==> src/rtl/flash_host_pkg.sv <==
// constants and types for the flash command host
package flash_host_pkg;
  // ----------------------------------------
  // register map and status fields
  // ----------------------------------------
  localparam logic [7:0] OFF_CMD = 8'h00;
  localparam logic [7:0] OFF_ADDR = 8'h04;
  localparam logic [7:0] OFF_WDATA = 8'h08;
  localparam logic [7:0] OFF_STATUS = 8'h0c;
  localparam logic [7:0] OFF_RDATA = 8'h10;
  localparam logic [7:0] OFF_CTRL = 8'h14;
  localparam int ST_BUSY = 0;
  localparam int ST_ID = 1;
  localparam int ST_BYP = 2;
  localparam int ST_SN = 3;
  localparam int ST_FAIL = 4;
  localparam int ST_REFUSED = 5;
  localparam int ST_ABORTED = 6;
  localparam int POLL_TOGGLE = 6;
  localparam int POLL_LIMIT = 5;
  // ----------------------------------------
  // flash command codes and unlock addresses
  // ----------------------------------------
  localparam logic [7:0] CD_UNLOCK1 = 8'haa;
  localparam logic [7:0] CD_UNLOCK2 = 8'h55;
  localparam logic [7:0] CD_ID = 8'h90;
  localparam logic [7:0] CD_PROG = 8'ha0;
  localparam logic [7:0] CD_BYPASS = 8'h20;
  localparam logic [7:0] CD_ERASE_SETUP = 8'h80;
  localparam logic [7:0] CD_ERASE_ALL = 8'h10;
  localparam logic [7:0] CD_RESET = 8'hf0;
  localparam logic [7:0] CD_SN_ENTER = 8'h88;
  localparam logic [7:0] CD_EXIT1 = 8'h90;
  localparam logic [7:0] CD_EXIT2 = 8'h00;
  localparam logic [11:0] UA_WORD1 = 12'h555;
  localparam logic [11:0] UA_WORD2 = 12'h2aa;
  localparam logic [11:0] UA_BYTE1 = 12'haaa;
  localparam logic [11:0] UA_BYTE2 = 12'h555;
  // ----------------------------------------
  // timing
  // ----------------------------------------
  localparam int CLK_NS = 4;
  localparam int T_WP_NS = 40;
  localparam int T_RD_NS = 90;
  localparam int T_RP_NS = 500;
  localparam int WP_CYC = (T_WP_NS + CLK_NS - 1) / CLK_NS;
  localparam int RD_CYC = (T_RD_NS + CLK_NS - 1) / CLK_NS;
  localparam int RP_CYC = (T_RP_NS + CLK_NS - 1) / CLK_NS;
  // ----------------------------------------
  // types
  // ----------------------------------------
  typedef enum logic [3:0] {OP_READ, OP_ID_ENTER, OP_RESET, OP_PROGRAM, OP_BYP_ENTER,
    OP_BYP_EXIT, OP_ERASE, OP_SN_ENTER, OP_SN_EXIT, OP_HWRESET} op_t;
  typedef struct packed {
    logic [19:0] addr;
    logic [15:0] dout;
    logic dq_oe;
    logic ce_n;
    logic we_n;
    logic oe_n;
    logic rst_n;
    logic byte_n;
  } flash_out_t;
endpackage

==> src/rtl/flash_host.sv <==
// wishbone-controlled host that sequences commands into a parallel nor flash
`timescale 1ns/1ns
module flash_host
  import flash_host_pkg::*;
(
  input wire logic clock_i,
  input wire logic reset_n_i,
  input wire logic wb_cyc_i,
  input wire logic wb_stb_i,
  input wire logic wb_we_i,
  input wire logic [7:0] wb_adr_i,
  input wire logic [3:0] wb_sel_i,
  input wire logic [31:0] wb_dat_i,
  output logic [31:0] wb_dat_o,
  output logic wb_ack_o,
  input wire logic [15:0] dq_i,
  input wire logic ready_busy_i,
  output flash_out_t flash_o
);
  typedef enum {S_IDLE, S_WSET, S_WLOW, S_WHIGH, S_RLOW, S_RHIGH, S_RST} state_t;
  state_t st_reg;
  op_t op_reg;
  logic [7:0] cnt_reg;
  logic [2:0] step_reg, len_reg;
  logic poll_reg, first_reg, prev_reg;
  logic id_reg, byp_reg, sn_reg;
  logic fail_reg, refused_reg, aborted_reg;
  logic ack_reg, byte_reg;
  logic [31:0] dat_reg;
  logic [19:0] addr_reg;
  logic [15:0] wdata_reg, rdata_reg;
  flash_out_t pins_reg;
  logic acc, cmd_wr, hw_req, legal, start, refuse, fail_ev, abort_ev, stat_wr;
  op_t cmd_op;
  logic [31:0] mask;
  logic [35:0] cur;
  // ----------------------------------------
  // sequence tables
  // ----------------------------------------
  function automatic logic [2:0] seq_len(op_t op, logic byp);
    case (op)
      OP_RESET: seq_len = 3'd1;
      OP_PROGRAM: seq_len = byp ? 3'd2 : 3'd4;
      OP_BYP_EXIT: seq_len = 3'd2;
      OP_ERASE: seq_len = 3'd6;
      OP_SN_EXIT: seq_len = 3'd4;
      OP_ID_ENTER, OP_BYP_ENTER, OP_SN_ENTER: seq_len = 3'd3;
      default: seq_len = 3'd0;
    endcase
  endfunction
  function automatic logic [35:0] seq_word(op_t op, logic [2:0] step, logic byp, logic bm,
    logic [19:0] a, logic [15:0] d);
    logic [19:0] u1, u2;
    logic [7:0] third;
    u1 = {8'h00, bm ? UA_BYTE1 : UA_WORD1};
    u2 = {8'h00, bm ? UA_BYTE2 : UA_WORD2};
    case (op)
      OP_ID_ENTER: third = CD_ID;
      OP_PROGRAM: third = CD_PROG;
      OP_BYP_ENTER: third = CD_BYPASS;
      OP_ERASE: third = CD_ERASE_SETUP;
      OP_SN_ENTER: third = CD_SN_ENTER;
      default: third = CD_EXIT1;
    endcase
    if (op == OP_RESET)
      seq_word = {20'h00000, 8'h00, CD_RESET};
    else if (op == OP_BYP_EXIT)
      seq_word = {20'h00000, 8'h00, step == 3'd0 ? CD_EXIT1 : CD_EXIT2};
    else if (op == OP_PROGRAM && byp)
      seq_word = step == 3'd0 ? {20'h00000, 8'h00, CD_PROG} : {a, d};
    else
    begin
      case (step)
        3'd0: seq_word = {u1, 8'h00, CD_UNLOCK1};
        3'd1: seq_word = {u2, 8'h00, CD_UNLOCK2};
        3'd2: seq_word = {u1, 8'h00, third};
        3'd3: seq_word = op == OP_PROGRAM ? {a, d} :
          op == OP_ERASE ? {u1, 8'h00, CD_UNLOCK1} : {20'h00000, 8'h00, CD_EXIT2};
        3'd4: seq_word = {u2, 8'h00, CD_UNLOCK2};
        default: seq_word = {u1, 8'h00, CD_ERASE_ALL};
      endcase
    end
  endfunction
  // ----------------------------------------
  // command decode
  // ----------------------------------------
  always_comb
  begin
    acc = wb_cyc_i && wb_stb_i && !ack_reg;
    cmd_wr = acc && wb_we_i && wb_adr_i == OFF_CMD && wb_sel_i[0];
    cmd_op = op_t'(wb_dat_i[3:0]);
    hw_req = cmd_wr && cmd_op == OP_HWRESET;
    legal = wb_dat_i[3:0] <= 4'(OP_HWRESET);
    if (byp_reg)
      legal = legal && (cmd_op == OP_PROGRAM || cmd_op == OP_BYP_EXIT);
    else if (id_reg)
      legal = legal && (cmd_op == OP_READ || cmd_op == OP_RESET);
    else
      legal = legal && cmd_op != OP_BYP_EXIT;
    if (sn_reg && cmd_op == OP_BYP_ENTER)
      legal = 1'b0;
    start = cmd_wr && !hw_req && st_reg == S_IDLE && legal;
    refuse = cmd_wr && !hw_req && !(st_reg == S_IDLE && legal);
    fail_ev = st_reg == S_RHIGH && poll_reg && !first_reg &&
      rdata_reg[POLL_TOGGLE] != prev_reg && rdata_reg[POLL_LIMIT];
    abort_ev = hw_req && st_reg != S_IDLE && (op_reg == OP_PROGRAM || op_reg == OP_ERASE);
    stat_wr = acc && wb_we_i && wb_adr_i == OFF_STATUS && wb_sel_i[0];
    mask = {{8{wb_sel_i[3]}}, {8{wb_sel_i[2]}}, {8{wb_sel_i[1]}}, {8{wb_sel_i[0]}}};
    cur = seq_word(op_reg, step_reg, byp_reg, byte_reg, addr_reg, wdata_reg);
  end
  // ----------------------------------------
  // wishbone slave
  // ----------------------------------------
  always_ff @(posedge clock_i or negedge reset_n_i)
  begin
    if (!reset_n_i)
    begin
      ack_reg <= 1'b0;
      dat_reg <= 32'h00000000;
      addr_reg <= 20'h00000;
      wdata_reg <= 16'h0000;
      byte_reg <= 1'b0;
    end
    else
    begin
      ack_reg <= acc;
      if (acc && wb_we_i && wb_adr_i == OFF_ADDR)
        addr_reg <= (addr_reg & ~mask[19:0]) | (wb_dat_i[19:0] & mask[19:0]);
      if (acc && wb_we_i && wb_adr_i == OFF_WDATA)
        wdata_reg <= (wdata_reg & ~mask[15:0]) | (wb_dat_i[15:0] & mask[15:0]);
      if (acc && wb_we_i && wb_adr_i == OFF_CTRL && wb_sel_i[0])
        byte_reg <= wb_dat_i[0];
      if (acc)
      begin
        case (wb_adr_i)
          OFF_ADDR: dat_reg <= {12'h000, addr_reg};
          OFF_WDATA: dat_reg <= {16'h0000, wdata_reg};
          OFF_STATUS: dat_reg <= {25'h0000000, aborted_reg, refused_reg, fail_reg, sn_reg,
            byp_reg, id_reg, st_reg != S_IDLE};
          OFF_RDATA: dat_reg <= {16'h0000, rdata_reg};
          OFF_CTRL: dat_reg <= {31'h00000000, byte_reg};
          default: dat_reg <= 32'h00000000;
        endcase
      end
    end
  end
  assign wb_ack_o = ack_reg;
  assign wb_dat_o = dat_reg;
  assign flash_o = pins_reg;
  // ----------------------------------------
  // sticky flags, write one to clear, set wins
  // ----------------------------------------
  always_ff @(posedge clock_i or negedge reset_n_i)
  begin
    if (!reset_n_i)
    begin
      fail_reg <= 1'b0;
      refused_reg <= 1'b0;
      aborted_reg <= 1'b0;
    end
    else
    begin
      fail_reg <= fail_ev || (fail_reg && !(stat_wr && wb_dat_i[ST_FAIL]));
      refused_reg <= refuse || (refused_reg && !(stat_wr && wb_dat_i[ST_REFUSED]));
      aborted_reg <= abort_ev || (aborted_reg && !(stat_wr && wb_dat_i[ST_ABORTED]));
    end
  end
  // ----------------------------------------
  // bus cycle sequencer and flash pins
  // ----------------------------------------
  always_ff @(posedge clock_i or negedge reset_n_i)
  begin
    if (!reset_n_i)
    begin
      st_reg <= S_IDLE;
      op_reg <= OP_READ;
      cnt_reg <= 8'h00;
      step_reg <= 3'd0;
      len_reg <= 3'd0;
      poll_reg <= 1'b0;
      first_reg <= 1'b0;
      prev_reg <= 1'b0;
      id_reg <= 1'b0;
      byp_reg <= 1'b0;
      sn_reg <= 1'b0;
      rdata_reg <= 16'h0000;
      pins_reg <= '{addr: 20'h00000, dout: 16'h0000, dq_oe: 1'b0, ce_n: 1'b1, we_n: 1'b1,
        oe_n: 1'b1, rst_n: 1'b1, byte_n: 1'b1};
    end
    else
    begin
      pins_reg.byte_n <= !byte_reg;
      if (hw_req)
      begin
        st_reg <= S_RST;
        cnt_reg <= 8'(RP_CYC - 1);
        pins_reg.rst_n <= 1'b0;
        pins_reg.ce_n <= 1'b1;
        pins_reg.we_n <= 1'b1;
        pins_reg.oe_n <= 1'b1;
        pins_reg.dq_oe <= 1'b0;
        poll_reg <= 1'b0;
        id_reg <= 1'b0;
        byp_reg <= 1'b0;
        sn_reg <= 1'b0;
      end
      else
      begin
        case (st_reg)
          S_IDLE:
            if (start)
            begin
              op_reg <= cmd_op;
              step_reg <= 3'd0;
              len_reg <= seq_len(cmd_op, byp_reg);
              poll_reg <= 1'b0;
              pins_reg.addr <= addr_reg;
              st_reg <= cmd_op == OP_READ ? S_RLOW : S_WSET;
              cnt_reg <= 8'(RD_CYC - 1);
            end
          S_WSET:
          begin
            pins_reg.addr <= cur[35:16];
            pins_reg.dout <= cur[15:0];
            pins_reg.dq_oe <= 1'b1;
            st_reg <= S_WLOW;
            cnt_reg <= 8'(WP_CYC - 1);
          end
          S_WLOW:
          begin
            pins_reg.ce_n <= 1'b0;
            pins_reg.we_n <= 1'b0;
            if (!pins_reg.we_n)
            begin
              if (cnt_reg == 8'h00)
              begin
                pins_reg.ce_n <= 1'b1;
                pins_reg.we_n <= 1'b1;
                st_reg <= S_WHIGH;
              end
              else
                cnt_reg <= cnt_reg - 8'h01;
            end
          end
          S_WHIGH:
          begin
            pins_reg.dq_oe <= 1'b0;
            step_reg <= step_reg + 3'd1;
            cnt_reg <= 8'(RD_CYC - 1);
            if (step_reg + 3'd1 != len_reg)
              st_reg <= S_WSET;
            else if (op_reg == OP_PROGRAM || op_reg == OP_ERASE)
            begin
              poll_reg <= 1'b1;
              first_reg <= 1'b1;
              st_reg <= S_RLOW;
            end
            else
            begin
              st_reg <= S_IDLE;
              case (op_reg)
                OP_ID_ENTER: id_reg <= 1'b1;
                OP_RESET: id_reg <= 1'b0;
                OP_BYP_ENTER: byp_reg <= 1'b1;
                OP_BYP_EXIT: byp_reg <= 1'b0;
                OP_SN_ENTER: sn_reg <= 1'b1;
                OP_SN_EXIT: sn_reg <= 1'b0;
                default: ;
              endcase
            end
          end
          S_RLOW:
          begin
            pins_reg.ce_n <= 1'b0;
            pins_reg.oe_n <= 1'b0;
            if (cnt_reg == 8'h00)
            begin
              rdata_reg <= dq_i;
              pins_reg.ce_n <= 1'b1;
              pins_reg.oe_n <= 1'b1;
              st_reg <= S_RHIGH;
            end
            else
              cnt_reg <= cnt_reg - 8'h01;
          end
          S_RHIGH:
          begin
            cnt_reg <= 8'(RD_CYC - 1);
            prev_reg <= rdata_reg[POLL_TOGGLE];
            first_reg <= 1'b0;
            if (!poll_reg || (!first_reg && (rdata_reg[POLL_TOGGLE] == prev_reg ||
              rdata_reg[POLL_LIMIT])))
            begin
              poll_reg <= 1'b0;
              st_reg <= S_IDLE;
            end
            else
              st_reg <= S_RLOW;
          end
          S_RST:
            if (cnt_reg == 8'h00)
            begin
              pins_reg.rst_n <= 1'b1;
              st_reg <= S_IDLE;
            end
            else
              cnt_reg <= cnt_reg - 8'h01;
          default: st_reg <= S_IDLE;
        endcase
      end
    end
  end
endmodule

==> config.mk <==
export PLATFORM = sky130hd
export DESIGN_NAME = flash_host
export DESIGN_NICKNAME = d
export VERILOG_FILES = /design/src/rtl/flash_host_pkg.sv /design/src/rtl/flash_host.sv
export SDC_FILE = /design/constraint.sdc
export NUM_CORES = 1
export LEC_CHECK = 0
export BUFFER_PORTS_ARGS = -buffer_cell sky130_fd_sc_hd__buf_2
export CELL_PAD_IN_SITES_DETAIL_PLACEMENT = 0
export CELL_PAD_IN_SITES_GLOBAL_PLACEMENT = 1
export CORE_MARGIN = 5
export CORE_UTILIZATION = 44
export CTS_BUF_LIST = sky130_fd_sc_hd__clkbuf_8 sky130_fd_sc_hd__clkbuf_16
export DETAILED_ROUTE_END_ITERATION = 8
export HOLD_SLACK_MARGIN = 0.15
export PLACE_DENSITY = 0.83
export SLEW_MARGIN = 25
export SYNTH_ARGS = -nofsm -noshare
export SYNTH_HDL_FRONTEND = slang
export SYNTH_SLANG_ARGS = --single-unit
==> constraint.sdc <==
create_clock -name clock_i -period 3.1 [get_ports clock_i]
set_input_delay 0.62 -clock clock_i [delete_from_list [all_inputs] [get_ports clock_i]]
set_output_delay 0.62 -clock clock_i [all_outputs]
set_load 0.02 [all_outputs]
==> results of run 1 <==
metal layers:
metal  GRT usage (%)  share of wire [%]  routed length [um]
met1           30.45                 46               10170
met2           33.13                 46               10120
met3           4.659                6.0                1319
met4           6.244                1.5                 336
met5               0                  0                   0
power by group:
group	total, W	internal [W]	leakage (nW)	switching, W
sequential	0.00234	0.00215	1.90	0.000183
clock	0.00202	0.00113	0.265	0.000890
combinational	0.00215	0.000848	2.14	0.00131
synthesized netlist by cell type, types with 5 or more instances:
cell type	number
a21oi_1	36
buf_6	5
dfstp_2	5
mux2_2	51
or3_1	5
nor4_1	10
nand3_1	15
nand2b_1	9
ha_1	6
or3b_2	5
nand3b_1	5
dfrtp_1	141
a31oi_1	5
o21ai_0	46
a211oi_1	5
a32o_1	5
and4_1	5
buf_2	18
a22o_1	20
o211ai_1	20
mux2i_1	19
nor3_1	18
buf_4	13
a21o_1	11
a22oi_1	12
and2_1	6
mux2_1	12
inv_1	29
nor2_1	33
nand4_1	5
nand2_1	80
clkbuf_1	24
logic make-up (layout without fill, tap and decap cells):
| family | Yosys count | in the layout | synth area share (%) |
|---|---|---|---|
| and+or+nand+nor | 223 | 223 | 15.32 |
| AOI/OAI and AO/OA | 212 | 212 | 19.10 |
| DFF | 146 | 146 | 46.63 |
| buffers and inverters | 90 | 201 | 5.691 |
| muxes | 82 | 82 | 11.46 |
| adders and majority gates | 7 | 7 | 1.084 |
| xor gates and xnor gates | 6 | 6 | 0.6697 |
| other | 1 | 12 | 0.04778 |
per-stage QoR:
step | area (sq um) | hold slack (ps)
2_1_floorplan | 7890 | 324.4
3_3_place_gp | 8645 | 453.6
3_5_place_dp | 8645 | 460.7
4_1_cts | 9215 | 235.0
5_1_grt | 9215 | 253.8
6_report | 9215 | 186.8
cell type report:
class / instances / area (sq um)
Multi-Input combinational cell: 542 / 3802
Timing Repair Buffer: 141 / 792.0
Fill cell: 1610 / 8202
Clock buffer: 17 / 425.4
Clock inverter: 14 / 145.1
Tap cell: 225 / 281.5
Sequential cell: 146 / 3660
Inverter: 29 / 108.9
worst max-delay path, cell delays in order (launching register included):
cell     delay [ps]
dfrtp_1         410
inv_1           100
ha_1            180
or3b_2          530
nor2_8          170
nand3_1         170
nor2_2          750
mux2_2          420
final timing paths:
check                                        startpoint                   endpoint  slack (ps)  cells after the start
worst max register to register   cnt_reg[0]$_DFFE_PN0P_   rdata_reg[4]$_DFFE_PN0P_         250                      7
worst min-delay path                          reset_n_i     cnt_reg[7]$_DFFE_PN0P_         190                      1
worst min register to register  flash_o[19]$_DFFE_PN0P_    flash_o[19]$_DFFE_PN0P_         470                      2
max in group asynchronous                     reset_n_i     cnt_reg[2]$_DFFE_PN0P_        2100                      2
worst max-delay path             cnt_reg[0]$_DFFE_PN0P_   rdata_reg[4]$_DFFE_PN0P_         250                      7
min in group clock_i                           dq_i[11]  rdata_reg[11]$_DFFE_PN0P_         410                      2
==> flow_summary_export.csv, run 1 <==
group,metric,value,unit
layout,antenna_cells,0,
clocking,cts-hold-fix-buffers,0,
synthesis,synthCells,767,
timing,maxSlewHeadroom,37.24,%
die,rows,48,
power,p_per_area,706.2,mW/mm^2
synthesis,synth-async-reset-ratio,100.0,%
routing,drt_pass1_iterations,5,
critical_path,worstPathArrival,3170,ps
timing,hold_violations,0,
synthesis,avgSynthCellArea,10.23,sq um
placed_design,dp_cells,1083,
synthesis,ys_seq_elements,146,
routing,wl_per_cell,19.70,um
timing,setup_ws,245.5,ps
die,io_pins,141,
grt,grt_pass1_vias,6385,
grt,grt_remaining_overflow,0,
synthesis,mappedNetlistArea,0.007849,sq mm
routing,drt_wl_total,21950,um
layout,final_common_cell,"dfrtp_1",
timing,timing.fmax,0.3503,GHz
synthesis,ys_seq_area_share,46.63,%
power,leakage,4.310,nW
placed_design,dp_slack,216.9,ps
grt,grt_use_total,21.41,%
synthesis,synth_top_area_share,44.95,%
synthesis,yosysTopAreaCell,"dfrtp_1",
synthesis,ys.flop_type,"dfrtp_1",
die,die_y,143.6,um
critical_path,critPathCaptureType,"flop",
die,initial_core_util,45.06,%
layout,layout_common_cells,"dfrtp_1, buf_2, nand2_1",
power,peakVddDrop,0.4296,mV
clocking,clk_pin_slew_worst_paths,60,ps
routing,ant_nets,0,
clocking,post-cts-setup-buffer-count,0,
placed_design,io_buffers,114,
run,maxCapViolCount,0,
routing,drc,0,
timing,worst_slew_pin_slew,940.4,ps
die,dieArea,0.02061,sq mm
layout,drive_gt1_share,28.35,%
layout,nets,949,
synthesis,synth_edf_count,0,
clocking,clk_path_buf_depth,2,
clocking,numCtsBuffers,17,
critical_path,path_max_fanout,16,
routing,via_count,6460,
hold_path,hp-class,"input port to asynchronous set/reset pin",
timing,finalSetupViolCount,0,
critical_path,crit_required,3410,ps
clocking,cts_tree,"done",
layout,final_util,52.91,%
clocking,cts_max_level,4,
grt,grt_pass1_wl,34650,um
layout,final_cells,1114,
critical_path,worst-setup-path-type,"flop to flop",
synthesis,ys_types,83,
die,die_width,143.6,um
grt,antenna_found_initial,0,
clocking,ctsResizeCount,0,
timing,fin_worst_skew,10.30,ps
placed_design,dpl.hpwl,15990,um
grt,grt_max_degree,74,
timing,fin_crit_sh,92.08,%
clocking,clock-root-buffer,"clkbuf_16",
routing,avgViaCountPerCell,5.799,
layout,area.growth.synth_to_final,17.41,%
synthesis,synthTopCellsByArea,"dfrtp_1, mux2_2, nand2_1",
run_status,status,"finished clean",
timing,setup_tns,0,ps
timing,period_minus_slack,2854,ps
clocking,clock_sink_count,146,
timing,slew_viol_final,0,
synthesis,yosysWarnings,0,
routing,first_iter_violations,586,
critical_path,start_kind,"flop",
die,core_area,0.01742,sq mm
placed_design,gp_congestion,0.8555,
power,power,0.006508,W
timing,rsz0062_at_grt,"no",
clocking,clk-insertion-delay-late,430,ps
No activity file was read; power rests on OpenSTA's default activity.
==> inputs of run 2 (changes only) <==
--- a/config.mk
+++ b/config.mk
@@ -5,13 +5,16 @@
 export SDC_FILE = /design/constraint.sdc
 export NUM_CORES = 1
 export LEC_CHECK = 0
+export ABC_AREA = 1
 export BUFFER_PORTS_ARGS = -buffer_cell sky130_fd_sc_hd__buf_2
 export CELL_PAD_IN_SITES_DETAIL_PLACEMENT = 0
 export CELL_PAD_IN_SITES_GLOBAL_PLACEMENT = 1
+export CORE_ASPECT_RATIO = 0.8
 export CORE_MARGIN = 5
-export CORE_UTILIZATION = 44
+export CORE_UTILIZATION = 41
 export CTS_BUF_LIST = sky130_fd_sc_hd__clkbuf_8 sky130_fd_sc_hd__clkbuf_16
 export DETAILED_ROUTE_END_ITERATION = 8
+export GPL_ROUTABILITY_DRIVEN = 0
 export HOLD_SLACK_MARGIN = 0.15
 export PLACE_DENSITY = 0.83
 export SLEW_MARGIN = 25
==> flow_summary_export.csv, run 2 <==
group,metric,value,unit
timing,worst_slew_pin_slew,560.9,ps
clocking,post-cts-setup-buffer-count,0,
routing,drt_wl_total,22840,um
synthesis,ys.flop_type,"dfrtp_1",
timing,period_minus_slack,2418,ps
clocking,clock_sink_count,146,
timing,rsz0062_at_grt,"no",
power,leakage,5.026,nW
grt,grt_pass1_vias,6849,
clocking,ctsResizeCount,0,
layout,layout_common_cells,"nand2_1, dfrtp_1, buf_2",
grt,grt_remaining_overflow,0,
layout,finalInstanceArea,0.009343,sq mm
placed_design,dpl.hpwl,17020,um
hold_path,hp-class,"input port to flop",
placed_design,io_buffers,114,
routing,drc,0,
timing,finalSetupViolCount,0,
die,initial_core_util,41.72,%
routing,first_iter_violations,838,
synthesis,avgSynthCellArea,7.468,sq um
critical_path,worst-setup-path-type,"flop to flop",
synthesis,ys_types,40,
timing,setup_tns,0,ps
grt,grt_pass1_wl,37260,um
grt,antenna_found_initial,0,
grt,grt_use_total,21.45,%
synthesis,synth_most_common_cell,"nand2_1",
layout,drive_gt1_share,18.10,%
critical_path,r2r_slack,680,ps
critical_path,crit_required,3470,ps
die,die_y,134.3,um
routing,ant_nets,0,
clocking,cts_tree,"done",
run,maxCapViolCount,0,
critical_path,worstPathArrival,2790,ps
layout,area.growth.synth_to_final,18.02,%
clocking,clock-root-buffer,"clkbuf_16",
layout,final_common_cell,"nand2_1",
routing,wl_per_cell,15.80,um
layout,nets,1247,
critical_path,path_max_fanout,16,
clocking,clk_path_buf_depth,2,
die,die_width,165.4,um
die,rows,45,
clocking,cts-hold-fix-buffers,1,
synthesis,synth_edf_count,0,
synthesis,yosysWarnings,0,
routing,drt_pass1_iterations,5,
synthesis,ys_seq_elements,146,
timing,hold_violations,0,
routing,avgViaCountPerCell,5.034,
critical_path,cpMaxStageDelayCell,"dfrtp_1",
synthesis,yosysTopAreaCell,"dfrtp_1",
clocking,numCtsBuffers,17,
die,io_pins,141,
run_status,status,"finished clean",
timing,fin_crit_sh,78.00,%
timing,slew_viol_final,0,
routing,via_count,7279,
critical_path,path_cells,"clkinv_1 > nand3_1 > inv_1 > nand2_4 > inv_2 > nand3_1 > nor2_1 > nand2_1 > nand2_1",
hold_path,min_from,"dq_i[12]",
timing,maxSlewHeadroom,62.32,%
synthesis,netlist_top_cells_count,"nand2_1, dfrtp_1, inv_1, o21ai_0, nand3_1",
layout,antenna_cells,0,
clocking,clk-insertion-delay-late,440,ps
power,p_per_area,742.5,mW/mm^2
synthesis,synth-async-reset-ratio,100.0,%
timing,timing.fmax,0.4135,GHz
critical_path,crit_start,"st_reg[2]$_DFFE_PN0P_",
critical_path,rr_startpoint,"st_reg[2]$_DFFE_PN0P_",
synthesis,synthTopCellsByArea,"dfrtp_1, nand2_1, o21ai_0",
synthesis,synthCells,1060,
critical_path,critPathCaptureType,"flop",
critical_path,start_kind,"flop",
synthesis,synth_top_area_share,44.57,%
synthesis,mappedNetlistArea,0.007916,sq mm
die,core_area,0.01897,sq mm
timing,fin_worst_skew,17.85,ps
power,peakVddDrop,0.3397,mV
placed_design,placed_cell_area,0.008726,sq mm
die,dieArea,0.02220,sq mm
critical_path,critPathMaxStageDelay,430,ps
clocking,clk_pin_slew_worst_paths,70,ps
synthesis,ys_seq_area_share,46.23,%
clocking,cts_max_level,4,
grt,grt_max_degree,56,
## run 2: cell types whose count changed after synthesis, sizes merged, moves of 11 or more
cell / before / now
nor4: 12 / 0
a22o: 20 / 2
nor2: 36 / 73
nand3: 15 / 74
o211ai: 20 / 5
inv: 29 / 104
mux2i: 19 / 0
a21o: 11 / 0
mux2: 63 / 19
nand2: 81 / 403
nand4: 5 / 18
a22oi: 12 / 0
o21ai: 47 / 99
## run 2: worst max-delay path: cells and delay by family, from the launching register on
kind,cells,cell delay [ps]
buf+inv,3,930
flops,1,430
simple gates,6,990
## run 2: power breakdown
group / switching [W] / internal (W) / total, W
clock network: 0.00101 / 0.00110 / 0.00211
registers: 0.000183 / 0.00219 / 0.00237
logic: 0.00168 / 0.000776 / 0.00245
total: 0.00287 / 0.00406 / 0.00694
## run 2: path summary, 6_finish.rpt
path,to,cells after the start
min in group asynchronous,cnt_reg[6]$_DFFE_PN0P_,2
worst max-delay path,flash_o[9]$_DFFE_PN0P_,9
worst min-delay path,rdata_reg[12]$_DFFE_PN0P_,2
worst min register to register,cnt_reg[1]$_DFFE_PN0P_,2
worst max register to register,flash_o[9]$_DFFE_PN0P_,9
max in group asynchronous,flash_o[0]$_DFF_PN1_,3
## run 2: final cells by class
class	instances	area, sq um
clock buffer	17	425.4
clock inverter	15	181.4
timing repair buffer	131	719.4
inverter	105	396.6
multi-input combinational	774	3637
tap	258	322.8
sequential	146	3660
fill	1949	9632
## run 2: per-layer routing
metal | vias to the layer above | global-route usage (%) | share of wire, %
li1 | 3621 | - | -
met1 | 3390 | 33.98 | 50
met2 | 248 | 29.28 | 42
met3 | 20 | 4.823 | 7.5
met4 | 0 | 5.543 | 1.1
met5 | - | 0 | 0
## run 2: cells by family after synthesis
logic type,share of synthesized area [%]
DFF,46.23
buffers and inverters,8.345
AOI/OAI and AO/OA,10.32
muxes,2.703
other,0.04737
adders and majority gates,0.9483
and+or+nand+nor,30.85
xor gates and xnor gates,0.5533
## run 2: metrics by stage
step	utilization (%)	cells	power, W	setup WS (ps)	hold slack (ps)
after floorplan	-	1071	0.004230	1110	324.4
after global placement	45.99	1413	0.004827	411.5	456.5
after detailed placement	45.99	1413	0.004847	383.8	459.7
after CTS	49.24	1446	0.006967	663.9	395.9
after global routing	49.24	1446	0.007440	459.8	397.5
final	49.24	1446	0.006937	681.9	406.1
==> inputs of run 3 (changes only) <==
--- a/config.mk
+++ b/config.mk
@@ -5,13 +5,13 @@
 export SDC_FILE = /design/constraint.sdc
 export NUM_CORES = 1
 export LEC_CHECK = 0
-export ABC_AREA = 1
+export ABC_AREA = 0
 export BUFFER_PORTS_ARGS = -buffer_cell sky130_fd_sc_hd__buf_2
 export CELL_PAD_IN_SITES_DETAIL_PLACEMENT = 0
 export CELL_PAD_IN_SITES_GLOBAL_PLACEMENT = 1
 export CORE_ASPECT_RATIO = 0.8
 export CORE_MARGIN = 5
-export CORE_UTILIZATION = 41
+export CORE_UTILIZATION = 44
 export CTS_BUF_LIST = sky130_fd_sc_hd__clkbuf_8 sky130_fd_sc_hd__clkbuf_16
 export DETAILED_ROUTE_END_ITERATION = 8
 export GPL_ROUTABILITY_DRIVEN = 0
==> constraint.sdc (replaced) <==
create_clock -name clock_i -period 2.5 [get_ports clock_i]
set_input_delay 0.5 -clock clock_i [delete_from_list [all_inputs] [get_ports clock_i]]
set_output_delay 0.5 -clock clock_i [all_outputs]
set_load 0.02 [all_outputs]
==> flow_summary_export.csv, run 3 (synthesis results as in run 1) <==
group,metric,value,unit
run_status,status,"finished clean",
clocking,clock_sink_count,146,
grt,grt_use_total,21.83,%
placed_design,dp_slack,-2.046,ps
timing,fin_worst_skew,10.40,ps
critical_path,start_kind,"flop",
layout,nets,978,
die,dieArea,0.02063,sq mm
critical_path,path_max_fanout,7,
clocking,cts_max_level,4,
grt,grt_max_degree,45,
clocking,clk_pin_slew_worst_paths,60,ps
timing,timing.fmax,0.4230,GHz
timing,whs,298.6,ps
layout,final_common_cell,"dfrtp_1",
critical_path,worst-setup-path-type,"flop to flop",
layout,layout_common_cells,"dfrtp_1, buf_2, nand2_1",
routing,drt_wl_total,22390,um
timing,finalSetupViolCount,0,
routing,via_count,6555,
timing,period_minus_slack,2364,ps
clocking,clk-insertion-delay-late,430,ps
critical_path,worstPathArrival,2660,ps
power,p_sw_share,34.54,%
layout,antenna_cells,0,
die,initial_core_util,45.03,%
critical_path,r2r_end,"flash_o[29]$_DFFE_PN0P_",
critical_path,reg2reg_depth,6,
grt,use_met2,32.61,%
hold_path,hp-class,"input port to flop",
routing,ant_nets,0,
power,power.switching,0.002924,W
die,die_y,129.5,um
routing,drt_pass1_iterations,5,
critical_path,r2r_slack,140,ps
layout,final_util,55.22,%
timing,maxSlewHeadroom,51.01,%
timing,worst_slew_pin_slew,734.8,ps
die,io_pins,141,
layout,final_cells,1142,
grt,use_met1,32.17,%
power,p_int,0.005542,W
routing,wl_per_cell,19.60,um
timing,slew_viol_final,0,
timing,setup_ws,135.9,ps
routing,drc,0,
power,leakage,4.538,nW
power,clkPwrFrac,32.2,%
grt,grt_use_met3,5.246,%
hold_path,min_from,"dq_i[10]",
routing,first_iter_violations,513,
critical_path,cp-endpoint,"flash_o[29]$_DFFE_PN0P_",
die,core_area,0.01743,sq mm
critical_path,critPathCaptureType,"flop",
placed_design,dp_cells,1111,
die,rows,43,
clocking,clk_path_buf_depth,2,
grt,grt-busiest-layer,"met2",
power,share_comb_of_total_power,33.6,%
timing,hold_violations,0,
run,maxCapViolCount,0,
grt,grt_remaining_overflow,0,
grt,antenna_found_initial,2,
power,p_per_area,879.6,mW/mm^2
grt,grt_pass1_wl,36100,um
timing,fin_crit_sh,94.56,%
timing,setup_tns,0,ps
grt,grt_pass1_vias,6571,
die,die_width,159.3,um
critical_path,rr_startpoint,"step_reg[0]$_DFFE_PN0P_",
routing,avgViaCountPerCell,5.740,
timing,rsz0062_at_grt,"no",
placed_design,io_buffers,114,
clocking,cts_tree,"done",
critical_path,crit_required,2800,ps
power,peakVddDrop,0.4542,mV
clocking,clock-root-buffer,"clkbuf_16",
critical_path,crit_start,"step_reg[0]$_DFFE_PN0P_",
layout,drive_gt1_share,30.75,%
layout,area.growth.synth_to_final,22.64,%
clocking,numCtsBuffers,17,
power,seq_power_share,34.3,%
placed_design,dpl.hpwl,16530,um
run 3: cell count changes in the layout (fill, tap and decap cells not counted), sizes merged, moves of 39 or more:
| cell | before | now |
|---|---|---|
| nand2 | 403 | 81 |
| inv | 114 | 31 |
| buf | 130 | 169 |
| o21ai | 99 | 47 |
| mux2 | 19 | 63 |
| nand3 | 74 | 15 |
run 3: layout make-up:
| class | count | area [sq um] |
|---|---|---|
| flip-flops and latches | 146 | 3660 |
| multi-input cells | 542 | 3834 |
| fillers | 1585 | 7806 |
| well taps | 225 | 281.5 |
| clock inverters | 11 | 176.4 |
| clock buffers | 19 | 452.9 |
| inverters | 29 | 108.9 |
| repair buffers | 170 | 1112 |
run 3: timing repair:
action | CTS | global route
hold buffers | 1 | 0
buffers inserted | 0 | 0
resized for setup | 0 | 4
endpoints found under the setup margin | 0 | 14
hold endpoints to repair | 37 | 0
run 3: critical path: stages, from the launching register on:
cell,delay (ps)
dfrtp_1,460
ha_1,290
or3b_2,500
a21oi_2,230
a221oi_1,210
a22o_1,260
mux2_1,300
run 3: how the worst min path moves through the flow:
stage	endpoint	slack, ps	depth (start not counted)
after CTS	rdata_reg[10]$_DFFE_PN0P_	290	2
after global routing	flop	290	2
after global placement	cnt_reg[7]$_DFFE_PN0P_	450	1
after floorplan	asynchronous set/reset pin	200	0
final	rdata_reg[10]$_DFFE_PN0P_	300	2
after detailed placement	cnt_reg[7]$_DFFE_PN0P_	460	1
run 3: routing by layer:
metal	wire length, um	part of all wire (%)
met3	1678	7.5
met2	9827	44
met4	189	0.84
met5	23	0.10
met1	10670	48
run 3: per-stage QoR:
| step | area, sq um | total power, W |
|---|---|---|
| after detailed placement | 8964 | 0.005730 |
| after floorplan | 7890 | 0.004831 |
| after CTS | 9603 | 0.008481 |
| after global placement | 8964 | 0.005694 |
| final | 9625 | 0.008467 |
| after global routing | 9625 | 0.008912 |
run 3: power by group through the flow:
stage | sequential (W) | clock [W] | combinational (W)
2_1_floorplan | 0.00308 | 0 | 0.00175
3_3_place_gp | 0.00293 | 0 | 0.00276
3_5_place_dp | 0.00294 | 0 | 0.00279
4_1_cts | 0.00290 | 0.00277 | 0.00281
5_1_grt | 0.00294 | 0.00286 | 0.00311
6_report | 0.00290 | 0.00272 | 0.00284
